--- config.mk ---
export PLATFORM = sky130hd
export DESIGN_NAME = serdes_config_latch_bank
export DESIGN_NICKNAME = d
export VERILOG_FILES = /design/src/hw/serdes_cfg_pkg.sv /design/src/hw/serdes_config_latch_bank.sv
export VERILOG_INCLUDE_DIRS = /design/src /design/src/hw
export SDC_FILE = /design/constraint.sdc
export NUM_CORES = 1
export LEC_CHECK = 0
export BUFFER_PORTS_ARGS = -buffer_cell sky130_fd_sc_hd__buf_2
export CAP_MARGIN = 20
export CORE_AREA = 3 3 89 91
export CTS_BUF_LIST = sky130_fd_sc_hd__clkbuf_4
export DETAILED_ROUTE_END_ITERATION = 7
export DIE_AREA = 0 0 92 94
export PLACE_DENSITY = 0.84
export SKIP_LAST_GASP = 1
export SYNTH_ARGS = -nofsm -noshare
export SYNTH_HDL_FRONTEND = slang
export SYNTH_SLANG_ARGS = --single-unit
--- constraint.sdc ---
create_clock -name sys_clk -period 3.3 [get_ports sys_clk]
set_input_delay 0.66 -clock sys_clk [delete_from_list [all_inputs] [get_ports sys_clk]]
set_output_delay 0.66 -clock sys_clk [all_outputs]
set_load 0.005 [all_outputs]
--- src/hw/serdes_cfg_params.svh ---
`ifndef SERDES_CFG_PARAMS_SVH
`define SERDES_CFG_PARAMS_SVH
// Latch indices; byte address is four times the index
`define IDX_RX_CLK_RATE 4'h0
`define IDX_RX_DET_TRN 4'h1
`define IDX_RX_DYN 4'h2
`define IDX_RSVD_THREE 4'h3
`define IDX_RSVD_FOUR 4'h4
`define IDX_TX_STATIC0 4'h5
`define IDX_TX_CLK 4'h6
`define IDX_TX_DYN 4'h7
`define IDX_STATUS 4'h8
// Reset images of the latches
`define RST_S0 7'h5f
`define RST_S1 7'h56
`define RST_DYN 7'h59
// Bits that software may change; all others keep their reset image
`define WMASK_0 7'h01
`define WMASK_1 7'h79
`define WMASK_2 7'h76
`define WMASK_5 7'h00
`define WMASK_6 7'h03
`define WMASK_7 7'h0f
// Field positions
`define B_RX_RATE 0
`define B_TRN_RATE 0
`define B_PRI_DET 3
`define B_SEC_DET 5
`define B_RECLK_PRI 1
`define B_RECLK_SEC 2
`define B_MODE_LO 4
`define B_RX_EN 5
`define B_MODE_HI 6
`define B_TX_RATE 0
`define B_TX_CKSEL 1
`define B_PAB 0
`define B_TX_PRI 1
`define B_TX_SEC 2
`define B_TX_BIST_DIS 3
// PLL multipliers
`define MULT_FULL 5'h0a
`define MULT_DOUBLE 5'h14
`endif

--- src/hw/serdes_cfg_pkg.sv ---
`default_nettype none
package serdes_cfg_pkg;
  // Receive side controls
  typedef struct packed {
    logic reclk_pri_drv_en;
    logic reclk_sec_drv_en;
    logic reclk_powerdown;
    logic rx_channel_enable;
    logic rx_pll_powerdown;
    logic [1:0] rx_mode_field;
    logic rx_clock_rate_sel;
    logic [1:0] pri_detect_level_sel;
    logic [1:0] sec_detect_level_sel;
    logic train_clock_rate_sel;
  } rx_ctrl_t;
  // Transmit side controls
  typedef struct packed {
    logic tx_pri_drv_en;
    logic tx_sec_drv_en;
    logic tx_chan_powerdown;
    logic tx_clk_source_sel;
    logic tx_buf_bypass;
    logic tx_pll_rate_sel;
    logic [4:0] tx_pll_mult;
    logic tx_capture_both_edges;
    logic tx_bist_enable;
  } tx_ctrl_t;
  // Bus state machines
  typedef enum logic [1:0] {W_IDLE = 2'b01, W_RESP = 2'b10} wr_state_t;
  typedef enum logic [1:0] {R_IDLE = 2'b01, R_DATA = 2'b10} rd_state_t;
endpackage
`default_nettype wire

--- src/hw/serdes_config_latch_bank.sv ---
`include "serdes_cfg_params.svh"
`default_nettype none
// Behaviour
// - Reclocker driver enables drive outputs, reset 0
// - Disabled drivers power down; both off idles reclocker
// - Device reset low disables every serial driver
// - Clock select resets 1; 1 bypasses align buffer
// - Rate select resets 0; multiplier 10 or 20
// - Reference source plus double rate: both edges
// - Self-test disable resets 1; 0 enables BIST
// - Transmit driver enables reset 0; both off powers down
// - Writing 0 to buffer reset recenters buffer only with clock select 0
// - Buffer reset sampled on transmit clock rising edges
// - Buffer reset latch clears itself when done
// - Decode eight 3-bit latch addresses, 7-bit data
// - Receive enable resets 0; 0 powers receiver down
module serdes_config_latch_bank (
  input wire logic sys_clk,
  input wire logic arst_n,
  input wire logic dev_reset_n,
  input wire logic tx_input_clock,
  input wire logic [31:0] s_axi_awaddr,
  input wire logic s_axi_awvalid,
  output logic s_axi_awready,
  input wire logic [31:0] s_axi_wdata,
  input wire logic [3:0] s_axi_wstrb,
  input wire logic s_axi_wvalid,
  output logic s_axi_wready,
  output logic [1:0] s_axi_bresp,
  output logic s_axi_bvalid,
  input wire logic s_axi_bready,
  input wire logic [31:0] s_axi_araddr,
  input wire logic s_axi_arvalid,
  output logic s_axi_arready,
  output logic [31:0] s_axi_rdata,
  output logic [1:0] s_axi_rresp,
  output logic s_axi_rvalid,
  input wire logic s_axi_rready,
  output serdes_cfg_pkg::rx_ctrl_t rx_ctrl,
  output serdes_cfg_pkg::tx_ctrl_t tx_ctrl,
  output logic phase_align_buf_reset
);
  // Maps a byte address to a latch index; 4'hf flags no register
  function automatic logic [3:0] addr_idx(input logic [31:0] a);
    if (a[1:0] != 2'h0 || a[31:6] != 26'h0) begin
      addr_idx = 4'hf;
    end else if (a[5:2] > `IDX_STATUS) begin
      addr_idx = 4'hf;
    end else begin
      addr_idx = a[5:2];
    end
  endfunction

  // True for indices that hold a configuration latch
  function automatic logic is_latch(input logic [3:0] i);
    is_latch = (i <= `IDX_TX_DYN) && (i != `IDX_RSVD_THREE) && (i != `IDX_RSVD_FOUR);
  endfunction

  // Reset image per index
  function automatic logic [6:0] rst_img(input logic [3:0] i);
    if (i == 4'h0 || i == 4'h5) begin
      rst_img = `RST_S0;
    end else if (i == 4'h1 || i == 4'h6) begin
      rst_img = `RST_S1;
    end else begin
      rst_img = `RST_DYN;
    end
  endfunction

  // Writable bits per index
  function automatic logic [6:0] wmask(input logic [3:0] i);
    if (i == `IDX_RX_CLK_RATE) begin
      wmask = `WMASK_0;
    end else if (i == `IDX_RX_DET_TRN) begin
      wmask = `WMASK_1;
    end else if (i == `IDX_RX_DYN) begin
      wmask = `WMASK_2;
    end else if (i == `IDX_TX_CLK) begin
      wmask = `WMASK_6;
    end else if (i == `IDX_TX_DYN) begin
      wmask = `WMASK_7;
    end else begin
      wmask = `WMASK_5;
    end
  endfunction

  // Pin synchronisers: device reset and transmit input clock
  logic [1:0] drst_sync_r; // Bit 0 feeds only bit 1
  logic [2:0] txck_sync_r; // Bit 2 is the previous synced level
  logic dev_run; // High while device reset is released
  logic txck_rise; // One cycle per transmit clock rising edge

  always_ff @(posedge sys_clk or negedge arst_n) begin
    if (!arst_n) begin
      drst_sync_r <= 2'h0;
      txck_sync_r <= 3'h0;
    end else begin
      drst_sync_r <= {drst_sync_r[0], dev_reset_n};
      txck_sync_r <= {txck_sync_r[1:0], tx_input_clock};
    end
  end

  assign dev_run = drst_sync_r[1];
  assign txck_rise = txck_sync_r[1] & ~txck_sync_r[2];

  // AXI write channel state
  serdes_cfg_pkg::wr_state_t wst_r;
  logic aw_have_r; // Address taken, waiting for data
  logic w_have_r; // Data taken, waiting for address
  logic [3:0] aw_idx_r;
  logic [6:0] w_data_r;
  logic w_lane0_r; // Low byte lane was strobed
  logic aw_fire;
  logic w_fire;
  logic wr_go; // One cycle: address and data each held or accepted this cycle
  logic [3:0] wr_idx;
  logic [6:0] wr_data;
  logic wr_lane0;

  assign s_axi_awready = (wst_r == serdes_cfg_pkg::W_IDLE) && !aw_have_r;
  assign s_axi_wready = (wst_r == serdes_cfg_pkg::W_IDLE) && !w_have_r;
  assign aw_fire = s_axi_awvalid & s_axi_awready;
  assign w_fire = s_axi_wvalid & s_axi_wready;
  assign wr_go = (aw_have_r | aw_fire) & (w_have_r | w_fire);
  assign wr_idx = aw_have_r ? aw_idx_r : addr_idx(s_axi_awaddr);
  assign wr_data = w_have_r ? w_data_r : s_axi_wdata[6:0];
  assign wr_lane0 = w_have_r ? w_lane0_r : s_axi_wstrb[0];

  // Address and data may arrive in either order
  always_ff @(posedge sys_clk or negedge arst_n) begin
    if (!arst_n) begin
      wst_r <= serdes_cfg_pkg::W_IDLE;
      aw_have_r <= 1'b0;
      w_have_r <= 1'b0;
      aw_idx_r <= 4'h0;
      w_data_r <= 7'h00;
      w_lane0_r <= 1'b0;
      s_axi_bvalid <= 1'b0;
      s_axi_bresp <= 2'h0;
    end else begin
      case (wst_r)
        serdes_cfg_pkg::W_IDLE: begin
          if (wr_go) begin
            aw_have_r <= 1'b0;
            w_have_r <= 1'b0;
            s_axi_bvalid <= 1'b1;
            // Reserved and unmapped addresses answer SLVERR
            s_axi_bresp <= is_latch(wr_idx) ? 2'h0 : 2'h2;
            wst_r <= serdes_cfg_pkg::W_RESP;
          end else begin
            if (aw_fire) begin
              aw_have_r <= 1'b1;
              aw_idx_r <= addr_idx(s_axi_awaddr);
            end
            if (w_fire) begin
              w_have_r <= 1'b1;
              w_data_r <= s_axi_wdata[6:0];
              w_lane0_r <= s_axi_wstrb[0];
            end
          end
        end
        serdes_cfg_pkg::W_RESP: begin
          if (s_axi_bready) begin
            s_axi_bvalid <= 1'b0;
            wst_r <= serdes_cfg_pkg::W_IDLE;
          end
        end
        default: wst_r <= serdes_cfg_pkg::W_IDLE;
      endcase
    end
  end

  // Latch array; reserved slots stay at their reset image
  logic [6:0] lat_r [0:7];
  logic pab_clear; // Buffer reset request cleared this cycle, on a transmit clock edge or at once when bypassed

  genvar g;
  generate
    for (g = 0; g < 8; g++) begin : g_lat
      always_ff @(posedge sys_clk or negedge arst_n) begin
        if (!arst_n) begin
          lat_r[g] <= rst_img(4'(g));
        end else if (!dev_run) begin
          lat_r[g] <= rst_img(4'(g));
        end else if (wr_go && wst_r == serdes_cfg_pkg::W_IDLE && wr_lane0 &&
                     wr_idx == 4'(g) && is_latch(4'(g))) begin
          // Only mapped bits change; don't-care and constant bits hold
          lat_r[g] <= (lat_r[g] & ~wmask(4'(g))) | (wr_data & wmask(4'(g)));
        end else if (g == 7 && pab_clear) begin
          lat_r[g][`B_PAB] <= 1'b1;
        end
      end
    end
  endgenerate

  // Buffer reset is pending while its latch reads 0
  logic pab_pending;
  assign pab_pending = ~lat_r[7][`B_PAB];
  // A fresh 0 written in the clearing cycle wins: latch write precedes clear
  assign pab_clear = pab_pending & (txck_rise | tx_ctrl.tx_buf_bypass);

  // Buffer reset pulse toward the transmit clock domain logic
  always_ff @(posedge sys_clk or negedge arst_n) begin
    if (!arst_n) begin
      phase_align_buf_reset <= 1'b0;
    end else begin
      phase_align_buf_reset <= pab_clear & ~tx_ctrl.tx_buf_bypass;
    end
  end

  // Receive side decode
  always_comb begin
    rx_ctrl.reclk_pri_drv_en = lat_r[2][`B_RECLK_PRI] & dev_run;
    rx_ctrl.reclk_sec_drv_en = lat_r[2][`B_RECLK_SEC] & dev_run;
    // Reclocker idles when neither driver is on
    rx_ctrl.reclk_powerdown = ~(rx_ctrl.reclk_pri_drv_en | rx_ctrl.reclk_sec_drv_en);
    rx_ctrl.rx_channel_enable = lat_r[2][`B_RX_EN];
    rx_ctrl.rx_pll_powerdown = ~lat_r[2][`B_RX_EN];
    rx_ctrl.rx_mode_field = {lat_r[2][`B_MODE_HI], lat_r[2][`B_MODE_LO]};
    rx_ctrl.rx_clock_rate_sel = lat_r[0][`B_RX_RATE];
    rx_ctrl.pri_detect_level_sel = lat_r[1][`B_PRI_DET +: 2];
    rx_ctrl.sec_detect_level_sel = lat_r[1][`B_SEC_DET +: 2];
    rx_ctrl.train_clock_rate_sel = lat_r[1][`B_TRN_RATE];
  end

  // Transmit side decode
  always_comb begin
    tx_ctrl.tx_pri_drv_en = lat_r[7][`B_TX_PRI] & dev_run;
    tx_ctrl.tx_sec_drv_en = lat_r[7][`B_TX_SEC] & dev_run;
    tx_ctrl.tx_chan_powerdown = ~(tx_ctrl.tx_pri_drv_en | tx_ctrl.tx_sec_drv_en);
    tx_ctrl.tx_clk_source_sel = lat_r[6][`B_TX_CKSEL];
    tx_ctrl.tx_buf_bypass = lat_r[6][`B_TX_CKSEL];
    tx_ctrl.tx_pll_rate_sel = lat_r[6][`B_TX_RATE];
    tx_ctrl.tx_pll_mult = lat_r[6][`B_TX_RATE] ? `MULT_DOUBLE : `MULT_FULL;
    // Reference clocking at double rate uses both edges
    tx_ctrl.tx_capture_both_edges = lat_r[6][`B_TX_CKSEL] & lat_r[6][`B_TX_RATE];
    tx_ctrl.tx_bist_enable = ~lat_r[7][`B_TX_BIST_DIS];
  end

  // Read channel; latches read back, status shows live state
  serdes_cfg_pkg::rd_state_t rst_r;
  logic [3:0] rd_idx;
  assign rd_idx = addr_idx(s_axi_araddr);
  assign s_axi_arready = (rst_r == serdes_cfg_pkg::R_IDLE);

  always_ff @(posedge sys_clk or negedge arst_n) begin
    if (!arst_n) begin
      rst_r <= serdes_cfg_pkg::R_IDLE;
      s_axi_rvalid <= 1'b0;
      s_axi_rdata <= 32'h0;
      s_axi_rresp <= 2'h0;
    end else begin
      case (rst_r)
        serdes_cfg_pkg::R_IDLE: begin
          if (s_axi_arvalid) begin
            s_axi_rvalid <= 1'b1;
            rst_r <= serdes_cfg_pkg::R_DATA;
            if (is_latch(rd_idx)) begin
              s_axi_rdata <= {25'h0, lat_r[rd_idx[2:0]]};
              s_axi_rresp <= 2'h0;
            end else if (rd_idx == `IDX_STATUS) begin
              s_axi_rdata <= {28'h0, ~dev_run, tx_ctrl.tx_chan_powerdown,
                              rx_ctrl.reclk_powerdown, pab_pending};
              s_axi_rresp <= 2'h0;
            end else begin
              s_axi_rdata <= 32'h0;
              s_axi_rresp <= 2'h2;
            end
          end
        end
        serdes_cfg_pkg::R_DATA: begin
          if (s_axi_rready) begin
            s_axi_rvalid <= 1'b0;
            rst_r <= serdes_cfg_pkg::R_IDLE;
          end
        end
        default: rst_r <= serdes_cfg_pkg::R_IDLE;
      endcase
    end
  end
endmodule
`default_nettype wire

==> metrics.md, run 1 <==
| Metric | Value |
|---|---|
| Port-buffer cells | `120` |
| Fin nets | `572` |
| Setup TNS | `0 ps` |
| CTS sink cnt | `57` |
| CTS root buffer | `clkbuf_4` |
| R2R setup slack | `970 ps` |
| # setup viols final | `0` |
| Row count | `31` |
| Worst setup path end | `lat_r[3]$_DFFE_PN1P_` |
| CTS H-tree depth | `3` |
| Maximum VDD drop | `324 uV` |
| Global-route wire length before repair | `13600 um` |
| Worst Setup SP | `w_have_r$_DFFE_PN0P_` |
| Mux cell area share after synthesis | `8.97%` |
| Number of distinct library cells after synthesis | `63` |
| Class of the most critical setup path | `flip-flop to flip-flop` |
| Critical Path RT | `3630 ps` |
| Final Cycle Share | `70.6%` |
| FF-to-FF End | `lat_r[3]$_DFFE_PN1P_` |
| Largest family of logic cells by synthesized area | `simple AND/OR/NAND/NOR gates` |
| Routability cong. | `0.828` |
| Share of cells above drive strength 1 | `41.5%` |
| Cells after Synth | `357` |
| Worst Path Max Fanout | `12` |
| WP buf/inv | `0` |
| Primary FF master, synth | `dfrtp_1` |
| Avg WL per Cell | `15.0 um` |
| Fin cells | `567` |
| Ranking of synthesized cells by area | `dfrtp_1 29%, dfstp_2 11%, buf_4 9.5%` |
| RSZ-0062 raised after global routing | `no` |
| Reg2reg start | `w_have_r$_DFFE_PN0P_` |
| CTS buffer count | `9` |
| DRT iter0 DRCs | `120` |
| Die H | `94 um` |
| Worst-Skew Late Latency | `410 ps` |
| Initial core utilization | `49.5%` |
| Number of global-route vias before repair | `2918` |
| Detailed placement HPWL | `6760 um` |
| CP Depth | `6` |
| Syn Area/Cell | `10.0 um^2` |
| Adder-Cell Fraction of Synth Area | `0%` |
| Syn-to-layout area delta | `17.8%` |
| Min cycle time layout | `2330 ps` |
| Vias per std cell | `5.13` |
| Worst hold slack | `37.0 ps` |
| Maximum clock insertion buffer count | `2` |
| Leading area contributor after synthesis | `dfrtp_1` |
| Number of antenna violations at the first check in global routing | `0` |
| FFs w/ async S/R, synth | `100%` |
| Top cell type's share of synthesized area | `29.4%` |
| Cts-stage hold buffer count | `0` |
| Hold Path Class | `input pin to asynchronous set/reset pin` |
| Hold Fails Final Rpt | `0` |
| Post-synth EDFFs | `0` |
| Max-Cap Viols | `0` |
| Critical path data arrival time | `2660 ps` |
| Crit path largest cell delay | `660 ps` |
| Vias | `2911` |
| Final WL | `8510 um` |
| TritonCTS clock tree | `built` |
| Worst reg-to-reg path cell count | `6` |
| Crit path cell chain | `nor2_1 -> nor4_4 -> a21boi_1 -> nand4bb_1 -> nor3_1 -> a31oi_1` |
| # IOs | `177` |
| Synth Warn # | `0` |
| PwrDens | `466 mW/mm^2` |
| Ant diodes | `0` |
| Max-slew violations | `0` |
| LEAKAGE | `1.92 nW` |
| Simple-gate area share of the yosys netlist | `25.5%` |
| Gates resized, CTS repair | `0` |
| Total GRT Usage | `20.0%` |
| Clock Skews | `8.24 ps` |
| Clk pin slew, worst setup/hold paths | `100 ps` |
| Most common cell after layout, fill and taps aside | `buf_2` |
| Drt pass-1 iters | `7` |
| Most frequent cells in the layout | `120 x buf_2, 42 x dfrtp_1, 33 x nand2_1` |
| Compound-gate portion of the synthesized area | `12.8%` |
| Aggregate global routing overflow | `0` |
| Routed Antenna Nets | `0` |
| Mapped Area | `0.00357 mm^2` |
| Outcome | `finished clean` |
| Final core occ | `58.3%` |
| Die area | `0.00865 mm^2` |
| Die width | `92 um` |
| Fmax achieved | `0.429 GHz` |
| Setup crit end kind | `flip-flop` |
| Placed cells | `550` |
| DRC | `0` |
| Largest net degree at the start of global routing | `47` |
| Core area | `0.00721 mm^2` |
| Setup bufs post-CTS | `0` |
| CP max-delay cell | `dfrtp_1` |
| CP startpoint kind | `flip-flop` |
| Register area share after synthesis | `40.5%` |
| Post-Synth XOR/XNOR Area | `0%` |
| Yosys reg bits | `57` |
| Fillers | `628` |
| Largest delay contributor family on the critical path | `simple AND/OR/NAND/NOR gates` |
[layout make-up]
class                      instances  area (um^2)  share of cell area, %
tap                               99          124                   2.94
sequential                        57         1450                   34.3
clock buffer                      10         75.1                   1.78
clock inverter                     6         82.6                   1.96
inverter                          14         52.6                   1.25
timing repair buffer             123          636                   15.1
multi-input combinational        258         1790                   42.6
[worst min-delay path by stage]
| stage | start | to | slack (ps) |
|---|---|---|---|
| global route | arst_n | drst_sync_r[0]$_DFF_PN0_ | 10 |
| finish | arst_n | txck_sync_r[0]$_DFF_PN0_ | 40 |
| global placement | txck_sync_r[0]$_DFF_PN0_ | txck_sync_r[1]$_DFF_PN0_ | 330 |
| detailed placement | drst_sync_r[0]$_DFF_PN0_ | drst_sync_r[1]$_DFF_PN0_ | 330 |
| floorplan | drst_sync_r[0]$_DFF_PN0_ | drst_sync_r[1]$_DFF_PN0_ | 330 |
| CTS | tx_input_clock | txck_sync_r[0]$_DFF_PN0_ | 330 |
[routing by layer]
layer  track usage (%)  routed length, um  up-vias
met4              5.20                 65        0
li1                  -                  -     1412
met2              37.2               4500      122
met5                 0                  0        -
met1              22.8               3320     1369
met3              5.13                626        8
[power by group]
part / internal [mW] / switching (mW) / total (mW)
Combinational: 0.233 / 0.247 / 0.480
Clock: 0.312 / 0.261 / 0.573
Sequential: 0.807 / 0.102 / 0.909
Total: 1.35 / 0.610 / 1.96
[logic make-up (layout without fill, tap and decap cells)]
kind of cell           count (synthesis)  after routing
and+or+nand+nor                      136            136
buffers and inverters                 69            153
AOI/OAI and AO/OA                     65             65
DFF                                   57             57
muxes                                 29             29
other                                  1             28
[flip-flops by register name (all words and copies together) (netlist names)]
name and flops:
aw_have_r 1, aw_idx_r 4, drst_sync_r 2, lat_r 11
phase_align_buf_reset 1, rst_r 2, rx_ctrl 9, s_axi_bresp 1
s_axi_bvalid 1, s_axi_rdata 7, s_axi_rresp 1, s_axi_rvalid 1
tx_ctrl 2, txck_sync_r 3, w_data_r 7, w_have_r 1
w_lane0_r 1, wst_r 2
[cell usage after synthesis, types with 5 or more instances]
cell type   n
a21oi_1     9
buf_4      45
nand2_1    33
nor3_1      8
dfrtp_1    42
nor4_1      8
nand3b_1    5
dfstp_2    15
nand2b_1   16
clkbuf_1    8
nor2_1     28
mux2_2     14
inv_1      12
mux2i_1    11
nor4_4      7
o21ai_0    16
o21ai_1     5
[metrics by stage]
stage | area, um^2 | setup slack (ps) | power [mW]
finish | 4210 | 969 | 1.96
global route | 4210 | 835 | 2.08
CTS | 4190 | 985 | 1.97
detailed placement | 4030 | 637 | 1.40
global placement | 4030 | 678 | 1.37
floorplan | 3670 | 940 | 1.25
[worst register-to-register path, delay by kind of cell (launching register included)]
family,cells,cell delay (ps)
AOI/OAI and AO/OA,2,330
and+or+nand+nor,4,1250
DFF,1,660
(Power assumes the default switching activity.)
==> run 2, diff against run 1 <==
--- a/config.mk
+++ b/config.mk
@@ -6,13 +6,14 @@
 export SDC_FILE = /design/constraint.sdc
 export NUM_CORES = 1
 export LEC_CHECK = 0
+export ABC_AREA = 1
 export BUFFER_PORTS_ARGS = -buffer_cell sky130_fd_sc_hd__buf_2
 export CAP_MARGIN = 20
-export CORE_AREA = 3 3 89 91
+export CORE_AREA = 3 3 92 94
 export CTS_BUF_LIST = sky130_fd_sc_hd__clkbuf_4
 export DETAILED_ROUTE_END_ITERATION = 7
-export DIE_AREA = 0 0 92 94
-export PLACE_DENSITY = 0.84
+export DIE_AREA = 0 0 95 97
+export PLACE_DENSITY = 0.82
 export SKIP_LAST_GASP = 1
 export SYNTH_ARGS = -nofsm -noshare
 export SYNTH_HDL_FRONTEND = slang
==> constraint.sdc (replaced) <==
create_clock -name sys_clk -period 2.22 [get_ports sys_clk]
set_input_delay 0.444 -clock sys_clk [delete_from_list [all_inputs] [get_ports sys_clk]]
set_output_delay 0.444 -clock sys_clk [all_outputs]
set_load 0.005 [all_outputs]
==> run 2 against run 1 <==
Area after synthesis rose by 3.9%. Worst hold slack got worse by 9.6 ps. First-iteration DRC count is 12% higher. Non-clock buffer count increased by 2. Worst setup slack got worse by 640 ps. Critical path depth decreased by 2. Utilization shrank 2.1 points. Total power is 61% higher. Wire length is 2.6% higher.
==> metrics.md, run 2 <==
| Metric | Value |
|---|---|
| Outcome | `finished clean` |
| Max-slew violations | `0` |
| RSZ-0062 raised after global routing | `no` |
| DRC | `0` |
| Die H | `97 um` |
| WP buf/inv | `2` |
| Fin nets | `746` |
| Number of antenna violations at the first check in global routing | `0` |
| Die width | `95 um` |
| Syn Area/Cell | `7.09 um^2` |
| Crit path largest cell delay | `460 ps` |
| Ranking of synthesized cells by area | `dfrtp_1 28%, nand2_1 14%, dfstp_2 11%` |
| Cts-stage hold buffer count | `0` |
| Clk pin slew, worst setup/hold paths | `100 ps` |
| Critical Path RT | `1780 ps` |
| Aggregate global routing overflow | `0` |
| Primary FF master, synth | `dfrtp_1` |
| Largest delay contributor family on the critical path | `flip-flops` |
| Clock Skews | `16.9 ps` |
| Port-buffer cells | `120` |
| Routability cong. | `0.902` |
| Sw Ratio | `37.2%` |
| Worst Setup SP | `drst_sync_r[1]$_DFF_PN0_` |
| Top cell type's share of synthesized area | `28.3%` |
| CP Depth | `4` |
| Leading area contributor after synthesis | `dfrtp_1` |
| Yosys reg bits | `57` |
| Worst-Skew Late Latency | `400 ps` |
| Class of the most critical setup path | `flip-flop to output port` |
| Gates resized, CTS repair | `0` |
| Min cycle time layout | `1890 ps` |
| CTS sink cnt | `57` |
| Vias per std cell | `4.69` |
| Critical path data arrival time | `1450 ps` |
| Most instantiated cells after synthesis | `138 x nand2_1, 71 x inv_1, 51 x nor2_1, 43 x buf_4, 42 x dfrtp_1` |
| CTS root buffer | `clkbuf_4` |
| Number of global-route vias before repair | `3285` |
| FFs w/ async S/R, synth | `100%` |
| Number of distinct library cells after synthesis | `38` |
| Hold Path Class | `input pin to asynchronous set/reset pin` |
| CP startpoint kind | `flip-flop` |
| Routed Antenna Nets | `0` |
| Detailed placement HPWL | `7080 um` |
| Most common cell after layout, fill and taps aside | `nand2_1` |
| CTS buffer count | `9` |
| Sw Pwr | `1.18 mW` |
| # setup viols final | `0` |
| Mapped Area | `0.00371 mm^2` |
| Count leader, synth | `nand2_1` |
| FF-to-FF End | `rx_ctrl[4]$_DFFE_PN1P_` |
| Maximum VDD drop | `707 uV` |
| Maximum clock insertion buffer count | `2` |
| Final Cycle Share | `85.2%` |
| Global-route wire length before repair | `14200 um` |
| Internal | `1.99 mW` |
| Post-synth EDFFs | `0` |
| Ant diodes | `0` |
| Avg WL per Cell | `11.7 um` |
| Slew headroom | `62.5%` |
| Reg2reg start | `wst_r[0]$_DFFE_PN1P_` |
| PwrDens | `730 mW/mm^2` |
| CP max-delay cell | `dfrtp_1` |
| # IOs | `177` |
| Worst setup path end | `tx_ctrl[10]` |
| Fillers | `748` |
| DRT iter0 DRCs | `134` |
| Synth Warn # | `0` |
| Worst reg-to-reg path cell count | `12` |
| Worst Path Max Fanout | `6` |
| R2R setup slack | `350 ps` |
| Final WL | `8730 um` |
| Sequential power share | `45.7%` |
| Cells after Synth | `523` |
| TritonCTS clock tree | `built` |
| Setup TNS | `0 ps` |
| Largest net degree at the start of global routing | `35` |
| Hold Fails Final Rpt | `0` |
| Combinational share of power | `34.6%` |
| Setup crit end kind | `output port` |
| Drt pass-1 iters | `4` |
| Fmax achieved | `0.529 GHz` |
| Most flop-heavy register | `lat_r` |
| Final Total Pwr | `3.17 mW` |
| LEAKAGE | `2.46 nW` |
| Vias | `3487` |
| Core area | `0.00773 mm^2` |
| Initial core utilization | `48.0%` |
| Row count | `32` |
| Crit path cell chain | `nand2_1 -> inv_1 -> nor2_1 -> buf_2` |
| Share of cells above drive strength 1 | `32.1%` |
| CTS H-tree depth | `3` |
| Total GRT Usage | `19.1%` |
| Setup bufs post-CTS | `0` |
| Syn-to-layout area delta | `17.0%` |
| Worst-margin pin slew | `563 ps` |
| Most frequent cells in the layout | `138 x nand2_1, 120 x buf_2, 71 x inv_1` |
| Power share of the clock group | `19.7%` |
| Max-Cap Viols | `0` |
| Register area share after synthesis | `39.0%` |
| Die area | `0.00922 mm^2` |
| Max reg flops | `11` |
==> run 2: cell count changes in the layout (fill, tap and decap cells not counted), moves of 10 or more <==
cell and delta:
mux2_2 -10, mux2i_1 -11, nand2_1 +105, nor2_1 +23, o21ai_0 +13, inv_1 +59, nand2_2 +10, nand2b_1 -16
nand3_1 +37
==> run 2: power groups by stage <==
stage | logic, mW | registers, mW | clock network, mW
floorplan | 0.811 | 1.42 | 0
global placement | 1.07 | 1.45 | 0
detailed placement | 1.10 | 1.47 | 0
CTS | 1.11 | 1.45 | 0.637
global route | 1.27 | 1.48 | 0.681
finish | 1.10 | 1.45 | 0.623
==> run 2: layer usage <==
metal,vias up,part of all wire (%),track usage [%]
li1,1776,-,-
met1,1580,41,22.5
met2,115,51,33.6
met3,16,6.5,4.82
met4,0,1.9,5.99
met5,-,0,0
==> run 2: cell type report <==
type                            instances  area, um^2  area share, %
Multi-Input combinational cell        362        1700           39.2
Sequential cell                        57        1450           33.3
Timing Repair Buffer                  125         651           15.0
Inverter                               82         309           7.12
Tap cell                              102         128           2.94
Clock buffer                           11        82.6           1.90
Clock inverter                          5        25.0          0.576
==> run 2: how the worst min path moves through the flow <==
stage | to | slack, ps
2_1_floorplan | aw_have_r$_DFFE_PN0P_ | 150
3_3_place_gp | drst_sync_r[1]$_DFF_PN0_ | 330
3_5_place_dp | drst_sync_r[1]$_DFF_PN0_ | 340
4_1_cts | w_data_r[0]$_DFFE_PN0P_ | 20
5_1_grt | w_data_r[0]$_DFFE_PN0P_ | 20
6_report | w_data_r[0]$_DFFE_PN0P_ | 30
==> run 2: cell families after synthesis <==
kind of cell	share of synthesized area, %
AOI/OAI and AO/OA	7.79
DFF	39.0
other	0.101
muxes	1.21
buffers and inverters	17.9
and+or+nand+nor	34.0
==> run 2: per-stage QoR <==
step	util (%)	std cells	cell area (um^2)	setup slack [ps]	hold slack, ps
floorplan	-	550	3810	612	148
global route	56.2	744	4340	168	23.4
global placement	54.8	728	4230	179	333
finish	56.2	744	4340	329	27.4
CTS	56.2	744	4340	342	20.5
detailed placement	54.8	728	4230	156	341
==> run 3, diff against run 2 <==
--- a/config.mk
+++ b/config.mk
@@ -13,6 +13,7 @@
 export CTS_BUF_LIST = sky130_fd_sc_hd__clkbuf_4
 export DETAILED_ROUTE_END_ITERATION = 7
 export DIE_AREA = 0 0 95 97
+export HOLD_SLACK_MARGIN = 0.06
 export PLACE_DENSITY = 0.82
 export SKIP_LAST_GASP = 1
 export SYNTH_ARGS = -nofsm -noshare
==> run 3 against run 2 <==
Cell area increased by 0.23%. Sequential power about the same. Total power about the same. Final cell count increased by 0.13%. Clock skew about the same. Sequential share of layout area decreased by 0.077 points. Sequential cell count unchanged. Clock power about the same. Via count increased by 0.20%. Worst hold slack improved by 120 ps. Combinational power about the same.
==> metrics.md, run 3 (same netlist as run 2, synthesis figures left out) <==
| Metric | Value |
|---|---|
| # setup viols final | `0` |
| Sequential power share | `45.7%` |
| Vias per std cell | `4.69` |
| Internal | `1.99 mW` |
| Worst-margin pin slew | `565 ps` |
| Number of global-route vias before repair | `3285` |
| DRC | `0` |
| Worst-Skew Late Latency | `400 ps` |
| Power share of the clock group | `19.7%` |
| Global-route wire length before repair | `14200 um` |
| Placed cells | `728` |
| Core area | `0.00773 mm^2` |
| Routed Antenna Nets | `0` |
| Number of antenna violations at the first check in global routing | `0` |
| Sw Pwr | `1.18 mW` |
| Ant diodes | `0` |
| CP startpoint kind | `flip-flop` |
| Maximum VDD drop | `707 uV` |
| Routability cong. | `0.902` |
| Max-Cap Viols | `0` |
| Port-buffer cells | `120` |
| Syn-to-layout area delta | `17.3%` |
| Min cycle time layout | `1890 ps` |
| # IOs | `177` |
| Most frequent cells in the layout | `138 x nand2_1, 120 x buf_2, 71 x inv_1` |
| Setup crit end kind | `output port` |
| CP max-delay cell | `dfrtp_1` |
| Fmax achieved | `0.528 GHz` |
| Vias | `3494` |
| Class of the most critical setup path | `flip-flop to output port` |
| CTS buffer count | `9` |
| CTS H-tree depth | `3` |
| Gates resized, CTS repair | `0` |
| RSZ-0062 raised after global routing | `no` |
| Die area | `0.00922 mm^2` |
| Worst Path Max Fanout | `6` |
| Setup bufs post-CTS | `0` |
| LEAKAGE | `2.46 nW` |
| Initial core utilization | `48.0%` |
| Crit path cell chain | `nand2_1 -> inv_1 -> nor2_1 -> buf_2` |
| Max reg flops | `11` |
| Fin nets | `747` |
| Crit path largest cell delay | `460 ps` |
| Most common cell after layout, fill and taps aside | `nand2_1` |
| Total GRT Usage | `19.1%` |
| Aggregate global routing overflow | `0` |
| Clock Skews | `17.2 ps` |
| Final WL | `8730 um` |
| Setup TNS | `0 ps` |
| Avg WL per Cell | `11.7 um` |
| CTS root buffer | `clkbuf_4` |
| Maximum clock insertion buffer count | `2` |
| Critical path data arrival time | `1450 ps` |
| Critical Path RT | `1780 ps` |
| Hold Fails Final Rpt | `0` |
| Drt pass-1 iters | `4` |
| Detailed placement HPWL | `7080 um` |
| Combinational share of power | `34.7%` |
| Sw Ratio | `37.1%` |
| Share of cells above drive strength 1 | `32.0%` |
| Fin cells | `745` |
| PwrDens | `728 mW/mm^2` |
| DRT iter0 DRCs | `127` |
| Most flop-heavy register | `lat_r` |
| Die width | `95 um` |
| Final Cycle Share | `85.3%` |
| Row count | `32` |
| Hold Path Class | `input pin to flip-flop` |
| CTS sink cnt | `57` |
| Max-slew violations | `0` |
| Slew headroom | `62.3%` |
| Outcome | `finished clean` |
| Die H | `97 um` |
| Clk pin slew, worst setup/hold paths | `100 ps` |
| Largest net degree at the start of global routing | `35` |
| TritonCTS clock tree | `built` |
-- run 3: changes by cell type in the layout (fill, tap and decap cells not counted) --
| cell | change |
|---|---|
| dlygate4sd3_1 | +1 |
-- run 3: final timing paths --
| check | startpoint | endpoint | slack, ps | cells after the start |
|---|---|---|---|---|
| min | dev_reset_n | drst_sync_r[0]$_DFF_PN0_ | 150 | 1 |
| min in group asynchronous | arst_n | w_data_r[0]$_DFFE_PN0P_ | 560 | 2 |
| max | drst_sync_r[1]$_DFF_PN0_ | tx_ctrl[10] | 330 | 4 |
| max in group asynchronous | arst_n | tx_ctrl[8]$_DFFE_PN1P_ | 1010 | 3 |
| max reg2reg | wst_r[0]$_DFFE_PN1P_ | rx_ctrl[4]$_DFFE_PN1P_ | 340 | 12 |
| min reg2reg | txck_sync_r[0]$_DFF_PN0_ | txck_sync_r[1]$_DFF_PN0_ | 360 | 0 |
-- run 3: power groups by stage --
stage | Combinational, mW | Clock [mW] | Sequential, mW
after global routing | 1.27 | 0.681 | 1.48
after global placement | 1.07 | 0 | 1.45
after CTS | 1.11 | 0.637 | 1.45
final | 1.10 | 0.623 | 1.45
after detailed placement | 1.10 | 0 | 1.47
after floorplan | 0.811 | 0 | 1.42
-- run 3: layout make-up --
class                   instances  area, um^2
clock buffers                  11        82.6
clock inverters                 5        25.0
fillers                       747        3380
inverters                      82         309
multi-input cells             362        1700
flip-flops and latches         57        1450
well taps                     102         128
repair buffers                126         661
-- run 3: what timing repair did --
action	in CTS	in global routing
hold endpoints to repair	20	0
hold buffers	1	0
endpoints found under the setup margin	0	0
-- run 3: layer usage --
metal,vias to the layer above,wire [um],GRT usage (%)
met3,16,539,4.82
li1,1777,-,-
met5,-,0,0
met4,0,174,5.99
met2,116,4410,33.6
met1,1585,3610,22.5
-- run 3: stage by stage --
| stage | area (um^2) | hold slack (ps) | util (%) | total power [mW] | setup WS (ps) |
|---|---|---|---|---|---|
| after floorplan | 3810 | 148 | - | 2.23 | 612 |
| after global placement | 4230 | 333 | 54.8 | 2.52 | 179 |
| after detailed placement | 4230 | 341 | 54.8 | 2.57 | 156 |
| after CTS | 4350 | 136 | 56.3 | 3.20 | 342 |
| after global routing | 4350 | 120 | 56.3 | 3.43 | 168 |
| final | 4350 | 149 | 56.3 | 3.17 | 326 |
-- run 3: worst max-delay path: cells and delay by family (launching register included) --
family	cells	cell delay [ps]
buffers and inverters	2	240
AND/OR/NAND/NOR	2	360
flip-flops	1	460
